===== src/design/spr_pkg.sv =====
// spr_pkg: constants for the switch partition reconfiguration block.
// assumes a 200 MHz core clock and a plain strobe register port.
package spr_pkg;

    // ****************************************************************
    // clock and timing
    // ****************************************************************
    localparam int unsigned CLK_PERIOD_PS     = 5000;
    localparam int unsigned MC_NO_RESET_US    = 2000;  // 2 ms, no-reset action
    localparam int unsigned MC_RESET_US       = 2500;  // 2.5 ms, reset action
    localparam int unsigned MC_NO_RESET_CYC   = MC_NO_RESET_US * 1000000 / CLK_PERIOD_PS;
    localparam int unsigned MC_RESET_CYC      = MC_RESET_US * 1000000 / CLK_PERIOD_PS;
    localparam int unsigned PARTITION_SELECT_STATE_CYC    = 4;     // plain partition state change
    localparam int unsigned RETRAIN_CYC       = 16;    // detect pulse hold on retrain

    // ****************************************************************
    // register offsets (byte addresses)
    // ****************************************************************
    localparam logic [7:0] ADDR_PORT_CTL_BASE = 8'h00; // port p at base + 4*p
    localparam logic [7:0] ADDR_PARTITION_SELECT_CTL_BASE = 8'h40; // partition q at base + 4*q
    localparam logic [7:0] ADDR_TIMER_SE      = 8'h80;
    localparam logic [7:0] ADDR_TIMER_MCD     = 8'h84;
    localparam logic [7:0] ADDR_TIMER_RD      = 8'h88;
    localparam logic [7:0] ADDR_TIMER_USSBR   = 8'h8C;
    localparam logic [7:0] ADDR_STATUS        = 8'h90;
    localparam logic [7:0] ADDR_CAP_PM        = 8'h94;
    localparam logic [7:0] ADDR_CAP_VC        = 8'h98;

    // ****************************************************************
    // port control fields
    // ****************************************************************
    localparam int unsigned PC_MODE_LSB  = 0;   // 3 bits operating mode
    localparam int unsigned PC_PARTITION_SELECT_LSB  = 4;   // 3 bits partition select
    localparam int unsigned PC_MCA_LSB   = 8;   // 2 bits mode change action
    localparam int unsigned PC_FLR_BIT   = 12;  // full link retrain, self clearing

    localparam logic [2:0] MODE_DISABLED   = 3'h0;
    localparam logic [2:0] MODE_DOWNSTREAM = 3'h1;
    localparam logic [2:0] MODE_UPSTREAM   = 3'h2;
    localparam logic [1:0] MCA_NONE        = 2'h0;
    localparam logic [1:0] MCA_RESET       = 2'h1;

    // ****************************************************************
    // reset values
    // ****************************************************************
    localparam logic [15:0] TIMER_SE_RST    = 16'h0000;
    localparam logic [15:0] TIMER_MCD_RST   = 16'h0000;
    localparam logic [15:0] TIMER_RD_RST    = 16'h0000;
    localparam logic [15:0] TIMER_USSBR_RST = 16'h0000;
    localparam logic [7:0]  CAP_PTR_RST     = 8'h00;

    typedef enum logic [2:0] {
        SPR_IDLE = 3'b001,
        SPR_WAIT = 3'b010,
        SPR_DONE = 3'b100
    } spr_state_t;

endpackage


===== src/design/spr_switch_partition_reconfig.sv =====
// spr_switch_partition_reconfig: port mode / partition reconfiguration control.
// assumes synchronous strobes from one register master; link pins are levels.
//
// The implementer's own choices: the placing of the registers and the address-and-strobe port.
`timescale 1ns/100ps
module spr_switch_partition_reconfig #(
    parameter int unsigned NUM_PORTS   = 16,
    parameter int unsigned NUM_PARTS   = 8,
    parameter int unsigned MC_NORM_CYC = spr_pkg::MC_NO_RESET_CYC,
    parameter int unsigned MC_RST_CYC  = spr_pkg::MC_RESET_CYC
) (
    // clock and reset
    input  wire logic                 clk,
    input  wire logic                 reset_n,
    // register port
    input  wire logic [7:0]           reg_addr,
    input  wire logic [31:0]          reg_wdata,
    input  wire logic                 reg_wr,
    input  wire logic                 reg_rd,
    output logic      [31:0]          reg_rdata,
    // link control
    output logic      [NUM_PORTS-1:0] link_down,
    output logic      [NUM_PORTS-1:0] link_retrain_detect,
    output logic      [NUM_PORTS-1:0] port_enabled,
    output logic      [NUM_PORTS-1:0] port_is_upstream,
    output logic                      reconfig_busy
);

    if (NUM_PORTS < 1 || NUM_PORTS > 16) begin : g_bad_ports
        $error("NUM_PORTS must be 1..16");
    end
    if (NUM_PARTS < 1 || NUM_PARTS > 8) begin : g_bad_parts
        $error("NUM_PARTS must be 1..8");
    end
    if (MC_NORM_CYC < 1 || MC_RST_CYC < 1) begin : g_bad_lat
        $error("latencies must be nonzero");
    end

    // ****************************************************************
    // register state
    // ****************************************************************
    logic [2:0]  mode_q [NUM_PORTS];
    logic [2:0]  mode_d [NUM_PORTS];
    logic [2:0]  partition_select_q [NUM_PORTS];
    logic [2:0]  partition_select_d [NUM_PORTS];
    logic [1:0]  mca_q  [NUM_PORTS];
    logic [1:0]  mca_d  [NUM_PORTS];
    logic        pstate_q [NUM_PARTS];
    logic        pstate_d [NUM_PARTS];
    logic [15:0] tmr_q [4];
    logic [15:0] tmr_d [4];
    logic [7:0]  cap_pm_q, cap_pm_d;
    logic [7:0]  cap_vc_q, cap_vc_d;
    logic [31:0] rdata_q, rdata_d;

    // ****************************************************************
    // reconfiguration sequencer
    // ****************************************************************
    spr_pkg::spr_state_t state_q, state_d;
    logic [31:0]          cnt_q, cnt_d;
    logic [3:0]           tgt_q, tgt_d;     // port under change
    logic                 tgt_rst_q, tgt_rst_d;
    logic [NUM_PORTS-1:0] down_q, down_d;
    logic [NUM_PORTS-1:0] en_q, en_d;
    logic [NUM_PORTS-1:0] up_q, up_d;
    logic [NUM_PORTS-1:0] retr_q, retr_d;
    logic                 busy_q, busy_d;
    logic [4:0]           retr_cnt_q [NUM_PORTS];
    logic [4:0]           retr_cnt_d [NUM_PORTS];

    logic       wr_port, wr_partition_select;
    logic [3:0] widx;
    logic [2:0] new_mode;
    logic [1:0] new_mca;

    always_comb begin
        wr_port  = reg_wr && reg_addr < spr_pkg::ADDR_PARTITION_SELECT_CTL_BASE
                   && 32'(reg_addr[7:2]) < NUM_PORTS;
        wr_partition_select  = reg_wr && reg_addr >= spr_pkg::ADDR_PARTITION_SELECT_CTL_BASE
                   && reg_addr < spr_pkg::ADDR_TIMER_SE
                   && 32'(reg_addr[5:2]) < NUM_PARTS;
        widx     = reg_addr[5:2];
        new_mode = reg_wdata[spr_pkg::PC_MODE_LSB +: 3];
        new_mca  = reg_wdata[spr_pkg::PC_MCA_LSB +: 2];
        mode_d = mode_q;
        partition_select_d = partition_select_q;
        mca_d  = mca_q;
        pstate_d = pstate_q;
        tmr_d  = tmr_q;
        cap_pm_d = cap_pm_q;
        cap_vc_d = cap_vc_q;
        state_d = state_q;
        cnt_d   = cnt_q;
        tgt_d   = tgt_q;
        tgt_rst_d = tgt_rst_q;
        down_d  = down_q;
        en_d    = en_q;
        up_d    = up_q;
        retr_d  = retr_q;
        retr_cnt_d = retr_cnt_q;

        // writes other than the retrain bit accepted only when idle so one change runs at a time
        if (wr_port && state_q == spr_pkg::SPR_IDLE) begin
            mode_d[widx] = new_mode;
            partition_select_d[widx] = reg_wdata[spr_pkg::PC_PARTITION_SELECT_LSB +: 3];
            mca_d[widx]  = new_mca;
            if (new_mode != mode_q[widx]) begin
                state_d   = spr_pkg::SPR_WAIT;
                tgt_d     = widx;
                tgt_rst_d = new_mca == spr_pkg::MCA_RESET;
                cnt_d     = (new_mca == spr_pkg::MCA_RESET) ? MC_RST_CYC - 1
                                                             : MC_NORM_CYC - 1;
                // upstream role involved and reset action: drop the link
                if (new_mca == spr_pkg::MCA_RESET &&
                    (new_mode == spr_pkg::MODE_UPSTREAM ||
                     mode_q[widx] == spr_pkg::MODE_UPSTREAM)) begin
                    down_d[widx] = 1'b1;
                end
            end
        end
        if (wr_port && reg_wdata[spr_pkg::PC_FLR_BIT]) begin
            retr_d[widx]     = 1'b1;
            retr_cnt_d[widx] = 5'(spr_pkg::RETRAIN_CYC - 1);
        end
        for (int p = 0; p < NUM_PORTS; p++) begin
            if (retr_q[p] && !(wr_port && widx == 4'(p))) begin
                if (retr_cnt_q[p] == 5'h0_0) retr_d[p] = 1'b0;
                else retr_cnt_d[p] = retr_cnt_q[p] - 5'h0_1;
            end
        end
        if (wr_partition_select && state_q == spr_pkg::SPR_IDLE) begin
            pstate_d[reg_addr[4:2]] = reg_wdata[0];
            state_d = spr_pkg::SPR_WAIT;
            tgt_d   = 4'h0;
            tgt_rst_d = 1'b0;
            // a partition that loses or gains active state waits out the mode-change latency
            // of its enabled ports; otherwise it settles in a few cycles
            cnt_d = spr_pkg::PARTITION_SELECT_STATE_CYC - 1;
            for (int p = 0; p < NUM_PORTS; p++) begin
                if (partition_select_q[p] == reg_addr[4:2] && mode_q[p] != spr_pkg::MODE_DISABLED
                    && reg_wdata[0] != pstate_q[reg_addr[4:2]]) begin
                    // several ports may move: the longest latency wins
                    if (mca_q[p] == spr_pkg::MCA_RESET) begin
                        if (cnt_d < MC_RST_CYC - 1) cnt_d = MC_RST_CYC - 1;
                    end else if (cnt_d < MC_NORM_CYC - 1) begin
                        cnt_d = MC_NORM_CYC - 1;
                    end
                end
            end
        end
        if (reg_wr && state_q == spr_pkg::SPR_IDLE) begin
            case (reg_addr)
                spr_pkg::ADDR_TIMER_SE:    tmr_d[0] = reg_wdata[15:0];
                spr_pkg::ADDR_TIMER_MCD:   tmr_d[1] = reg_wdata[15:0];
                spr_pkg::ADDR_TIMER_RD:    tmr_d[2] = reg_wdata[15:0];
                spr_pkg::ADDR_TIMER_USSBR: tmr_d[3] = reg_wdata[15:0];
                spr_pkg::ADDR_CAP_PM:      cap_pm_d = reg_wdata[7:0];
                spr_pkg::ADDR_CAP_VC:      cap_vc_d = reg_wdata[7:0];
                default: ;
            endcase
        end

        case (state_q)
            spr_pkg::SPR_IDLE: ;
            spr_pkg::SPR_WAIT: begin
                if (cnt_q == 32'h0000_0000) state_d = spr_pkg::SPR_DONE;
                else cnt_d = cnt_q - 32'h0000_0001;
            end
            spr_pkg::SPR_DONE: begin
                // role takes effect only once the latency has run out
                for (int p = 0; p < NUM_PORTS; p++) begin
                    en_d[p] = mode_q[p] != spr_pkg::MODE_DISABLED;
                    up_d[p] = mode_q[p] == spr_pkg::MODE_UPSTREAM;
                end
                if (tgt_rst_q) down_d[tgt_q] = 1'b0;
                state_d = spr_pkg::SPR_IDLE;
            end
            default: state_d = spr_pkg::SPR_IDLE;
        endcase

        busy_d = state_d != spr_pkg::SPR_IDLE;

        rdata_d = 32'h0000_0000;
        if (reg_rd) begin
            if (reg_addr < spr_pkg::ADDR_PARTITION_SELECT_CTL_BASE && 32'(reg_addr[7:2]) < NUM_PORTS) begin
                rdata_d[spr_pkg::PC_MODE_LSB +: 3] = mode_q[reg_addr[5:2]];
                rdata_d[spr_pkg::PC_PARTITION_SELECT_LSB +: 3] = partition_select_q[reg_addr[5:2]];
                rdata_d[spr_pkg::PC_MCA_LSB +: 2]  = mca_q[reg_addr[5:2]];
                rdata_d[spr_pkg::PC_FLR_BIT]       = retr_q[reg_addr[5:2]];
            end else if (reg_addr >= spr_pkg::ADDR_PARTITION_SELECT_CTL_BASE
                         && reg_addr < spr_pkg::ADDR_TIMER_SE) begin
                if (32'(reg_addr[5:2]) < NUM_PARTS) rdata_d[0] = pstate_q[reg_addr[4:2]];
            end else begin
                case (reg_addr)
                    spr_pkg::ADDR_TIMER_SE:    rdata_d[15:0] = tmr_q[0];
                    spr_pkg::ADDR_TIMER_MCD:   rdata_d[15:0] = tmr_q[1];
                    spr_pkg::ADDR_TIMER_RD:    rdata_d[15:0] = tmr_q[2];
                    spr_pkg::ADDR_TIMER_USSBR: rdata_d[15:0] = tmr_q[3];
                    spr_pkg::ADDR_STATUS:      rdata_d[0] = state_q != spr_pkg::SPR_IDLE;
                    spr_pkg::ADDR_CAP_PM:      rdata_d[7:0] = cap_pm_q;
                    spr_pkg::ADDR_CAP_VC:      rdata_d[7:0] = cap_vc_q;
                    default: ;
                endcase
            end
        end
    end

    always_ff @(posedge clk) begin
        if (!reset_n) begin
            for (int p = 0; p < NUM_PORTS; p++) begin
                mode_q[p]     <= spr_pkg::MODE_DISABLED;
                partition_select_q[p]     <= 3'h0;
                mca_q[p]      <= spr_pkg::MCA_NONE;
                retr_cnt_q[p] <= 5'h0_0;
            end
            for (int q = 0; q < NUM_PARTS; q++) pstate_q[q] <= 1'b0;
            tmr_q[0]  <= spr_pkg::TIMER_SE_RST;
            tmr_q[1]  <= spr_pkg::TIMER_MCD_RST;
            tmr_q[2]  <= spr_pkg::TIMER_RD_RST;
            tmr_q[3]  <= spr_pkg::TIMER_USSBR_RST;
            cap_pm_q  <= spr_pkg::CAP_PTR_RST;
            cap_vc_q  <= spr_pkg::CAP_PTR_RST;
            rdata_q   <= 32'h0000_0000;
            state_q   <= spr_pkg::SPR_IDLE;
            cnt_q     <= 32'h0000_0000;
            tgt_q     <= 4'h0;
            tgt_rst_q <= 1'b0;
            down_q    <= '0;
            en_q      <= '0;
            up_q      <= '0;
            retr_q    <= '0;
            busy_q    <= 1'b0;
        end else begin
            mode_q    <= mode_d;
            partition_select_q    <= partition_select_d;
            mca_q     <= mca_d;
            retr_cnt_q <= retr_cnt_d;
            pstate_q  <= pstate_d;
            tmr_q     <= tmr_d;
            cap_pm_q  <= cap_pm_d;
            cap_vc_q  <= cap_vc_d;
            rdata_q   <= rdata_d;
            state_q   <= state_d;
            cnt_q     <= cnt_d;
            tgt_q     <= tgt_d;
            tgt_rst_q <= tgt_rst_d;
            down_q    <= down_d;
            en_q      <= en_d;
            up_q      <= up_d;
            retr_q    <= retr_d;
            busy_q    <= busy_d;
        end
    end

    assign reg_rdata           = rdata_q;
    assign link_down           = down_q;
    assign link_retrain_detect = retr_q;
    assign port_enabled        = en_q;
    assign port_is_upstream    = up_q;
    assign reconfig_busy       = busy_q;

endmodule


===== config.mk =====
export PLATFORM = sky130hd
export DESIGN_NAME = spr_switch_partition_reconfig
export DESIGN_NICKNAME = d
export VERILOG_FILES = /design/src/design/spr_pkg.sv /design/src/design/spr_switch_partition_reconfig.sv
export SDC_FILE = /design/constraint.sdc
export NUM_CORES = 1
export LEC_CHECK = 0
export BUFFER_PORTS_ARGS = -buffer_cell sky130_fd_sc_hd__clkbuf_2
export CAP_MARGIN = 20
export CELL_PAD_IN_SITES_DETAIL_PLACEMENT = 0
export CELL_PAD_IN_SITES_GLOBAL_PLACEMENT = 1
export CORE_MARGIN = 2
export CORE_UTILIZATION = 32
export DETAILED_ROUTE_END_ITERATION = 7
export HOLD_SLACK_MARGIN = 0.15
export PLACE_DENSITY_LB_ADDON = 0.1
export SYNTH_ARGS = -nofsm -noshare
export SYNTH_HDL_FRONTEND = slang
export SYNTH_SLANG_ARGS = --single-unit

===== constraint.sdc =====
create_clock -name clk -period 3.8 [get_ports clk]
set_clock_uncertainty 0.2 [all_clocks]
set_input_delay 0.19 -clock clk [delete_from_list [all_inputs] [get_ports clk]]
set_output_delay 0.19 -clock clk [all_outputs]
set_load 0.005 [all_outputs]

==> results.md <==
* ANT cells at 0
* Crit path top cell by count: dlygate4sd3_1
* Initial DRC count at 1158
* Io pins at 141
* Fin crit share at 93.9%
* R2R cell count at 10
* Max Slew Vio Count at 0
* Post-synth EDFFs at 0
* Die H at 250 um
* Final hold vios at 0
* Worst Setup SP: reg_addr[3]
* CP peak stage delay at 0.57 ns
* Pre-CTS setup slack at 0.235 ns
* Row count at 90
* CTS H-tree depth at 2
* Area of the core at 60200 um2
* Worst setup endpoint: reg_rdata[0]$_SDFF_PN0_
* Final min period at 3.57 ns
* Clock buffer depth at 3
* Commonest non-fill, non-tap cell in the layout: dfxtp_1
* Die area at 62700 um2
* Setup repair after global routing missed its margin: no
* Worst relative slew slack at 46.2%
* Yosys top cell area share at 43.0%
* Post-DP HPWL at 46.7 mm
* Residual DRC at 0
* Asr flop ratio synth at 0%
* Starting Density at 32.3%
* RR Startpoint: cnt_q[0]$_SDFF_PN0_
* Die W at 250 um
* CTS Buf Count at 51
* Worst VDD drop at 0.289 mV
* Synthesized flop and latch total at 417
* Vias in the first global route at 17000
* Final WL at 67.6 mm
* Worst r2r dst: cnt_q[4]$_SDFF_PN0_
* Final setup margin at 0.232 ns
* Synth warn at 0
* Hold WC Path Type: in -> reg
* Area Overhead vs Synth at 18.8%
* Status: completed
* Initial antenna violation count at 0
* GPL Wtd Cong at 0.803
* Max Clk Rate at 280 MHz
* Critical-path cell list: dlygate4sd3_1 > buf_4 > buf_12 > mux4_2 > mux2i_2 > nor2_1 > a21oi_1 > o22ai_1 > nand2b_1 > dlygate4sd3_1 > a31oi_1 > dlygate4sd3_1
* Worst-skew pair later-pin latency at 0.59 ns
* Area leader, netlist: dfxtp_1
* Drt wl/cell at 20.6 um
* R2r setup slk at 0.32 ns
* Post-Synthesis Cells at 2333
* Slew at the pin with the worst max-slew slack at 0.807 ns
* Via Count at 17400
* CTS root buffer: clkbuf_16
* PortBufs at 108
* Top FF cell, synth: dfxtp_1
* Slowest cell on the critical path: dlygate4sd3_1
* MaxCap Viol Count at 0
* Worst EP arrival at 3.85 ns
* Most frequent cells in the layout: 417 x dfxtp_1, 404 x nand2_1, 254 x a21oi_1, 235 x nor2_1, 115 x nand3_1
* Main area contributors after synthesis: dfxtp_1 43%, nand2_1 7.8%, a21oi_1 6.5%
* Worst EP required at 4.08 ns
* Clk sink count at 417
* Setup_tns at 0 ns
* CTS tree: built
* Yosys cell types at 90
* Nets at 2522
* Clock-pin slew on the worst setup and hold paths at 0.06 ns
* Crit path capture type: flip-flop
* Post-Syn Area at 19400 um2
* DR vias/cell at 5.31
* Top fanout value on the critical path at 30
* Grt ovf at 0
* First-pass DRT Iterations at 7
* Antenna-violating nets left at 0
* First-pass GRT wire length at 104 mm
* Final Setup Violations at 0
* Critical Path Start Type: primary input
* CP Class: in -> reg
* Share of cells above drive strength 1 at 15.0%
* P_leak at 8.41 nW
* Gr usage total at 21.3%
* Pin count of the biggest net entering global routing at 101
* Seq/Total Area, Yosys at 43.0%
* PwrDens at 438 nW/um2
* Avg Synthesized Cell Area at 8.33 um2
==> worst min path at each step <==
| stage | cells past startpoint | startpoint | endpoint |
|---|---|---|---|
| after floorplan | 2 | reg_wdata[10] | tmr_q[10]$_SDFFE_PN0P_ |
| after global placement | 2 | retr_cnt_q[24]$_SDFF_PN0_ | retr_cnt_q[24]$_SDFF_PN0_ |
| after detailed placement | 2 | retr_cnt_q[24]$_SDFF_PN0_ | retr_cnt_q[24]$_SDFF_PN0_ |
| after CTS | 4 | reg_addr[2] | tgt_q[0]$_SDFFE_PP0P_ |
| after global routing | 5 | reg_addr[4] | reg_rdata[8]$_SDFF_PN0_ |
| final | 4 | reg_addr[2] | tgt_q[0]$_SDFFE_PP0P_ |
==> metal layers <==
| metal | share of wire, % | wire (um) | track usage, % | vias up |
|---|---|---|---|---|
| met5 | 0 | 0 | 0 | - |
| met4 | 2.4 | 1600 | 5.77 | 0 |
| met3 | 4.1 | 2780 | 2.97 | 85 |
| met2 | 47 | 31800 | 35.4 | 348 |
| met1 | 46 | 31400 | 28.8 | 8476 |
| li1 | - | - | - | 8516 |
==> sequential cells by signal, indices dropped and copies added, names as in the netlist <==
| signal | cells |
|---|---|
| tgt_q | 4 |
| port_enabled | 16 |
| cap_pm_q | 8 |
| retr_cnt_q | 80 |
| port_is_upstream | 16 |
| mca_q | 32 |
| link_retrain_detect | 16 |
| cap_vc_q | 8 |
| link_down | 16 |
| pstate_q | 8 |
| tgt_rst_q | 1 |
| reconfig_busy | 1 |
| mode_q | 48 |
| partition_select_q | 48 |
| tmr_q | 64 |
| cnt_q | 32 |
| reg_rdata | 16 |
| state_q | 3 |
==> critical path: cells and delay by family <==
family | cells | cell delay [ns]
compound gates | 3 | 0.38
buf+inv | 5 | 2.26
mux | 2 | 0.86
simple gates | 2 | 0.14
==> area by class of cell <==
cell class,instances,area (um2)
clock buffers,79,1540
clock inverters,12,173
fillers,6152,37200
inverters,54,210
multi-input cells,1719,10300
flip-flops and latches,417,8350
well taps,782,978
repair buffers,218,1540
==> power breakdown <==
group          switching, mW  leakage (nW)  internal (mW)
logic                  0.462          4.21          0.214
clock network           1.97         0.837           3.05
registers             0.0275          3.36           4.40
==> through the flow <==
step / instance area [um2] / std cells / util (%) / total power, mW / hold slack, ns
3_5_place_dp: 21100 / 3163 / 35.0 / 5.18 / 0.232
2_1_floorplan: 19500 / 2348 / - / 4.94 / 0.126
5_1_grt: 23100 / 3281 / 38.3 / 10.5 / 0.181
4_1_cts: 23100 / 3280 / 38.3 / 10.3 / 0.150
6_report: 23100 / 3281 / 38.3 / 10.1 / 0.182
3_3_place_gp: 21100 / 3163 / 35.0 / 5.18 / 0.228
==> synth_stat cells (all sizes together), types with 28 or more instances <==
| cell type | n |
|---|---|
| a211oi | 52 |
| a21oi | 254 |
| a22oi | 28 |
| buf | 41 |
| clkbuf | 117 |
| dfxtp | 417 |
| inv | 53 |
| mux2i | 55 |
| mux4 | 38 |
| nand2 | 405 |
| nand3 | 115 |
| nor2 | 235 |
| nor3 | 79 |
| o21ai | 60 |
| xor2 | 50 |
==> logic make-up (layout without fill, tap and decap cells) <==
| family | count (synthesis) | count (layout) | share of synthesized area [%] |
|---|---|---|---|
| multiplexers | 97 | 97 | 7.47 |
| flip-flops | 417 | 417 | 43.0 |
| adder cells (fa/ha/maj) | 17 | 17 | 1.09 |
| AND/OR/NAND/NOR | 984 | 984 | 22.8 |
| AO/OA/AOI/OAI | 544 | 544 | 18.3 |
| XOR/XNOR | 61 | 61 | 2.75 |
| buffers and inverters | 212 | 363 | 4.62 |
| other | 1 | 16 | 0.0193 |
==> timing repair <==
action	4_1_cts	5_1_grt
hold buffers	26	0
setup buffers	0	1
gates resized for setup	0	1
endpoints found under the setup margin	0	10
endpoints found under the hold margin	226	0
Power figures use the tool's default switching activity.
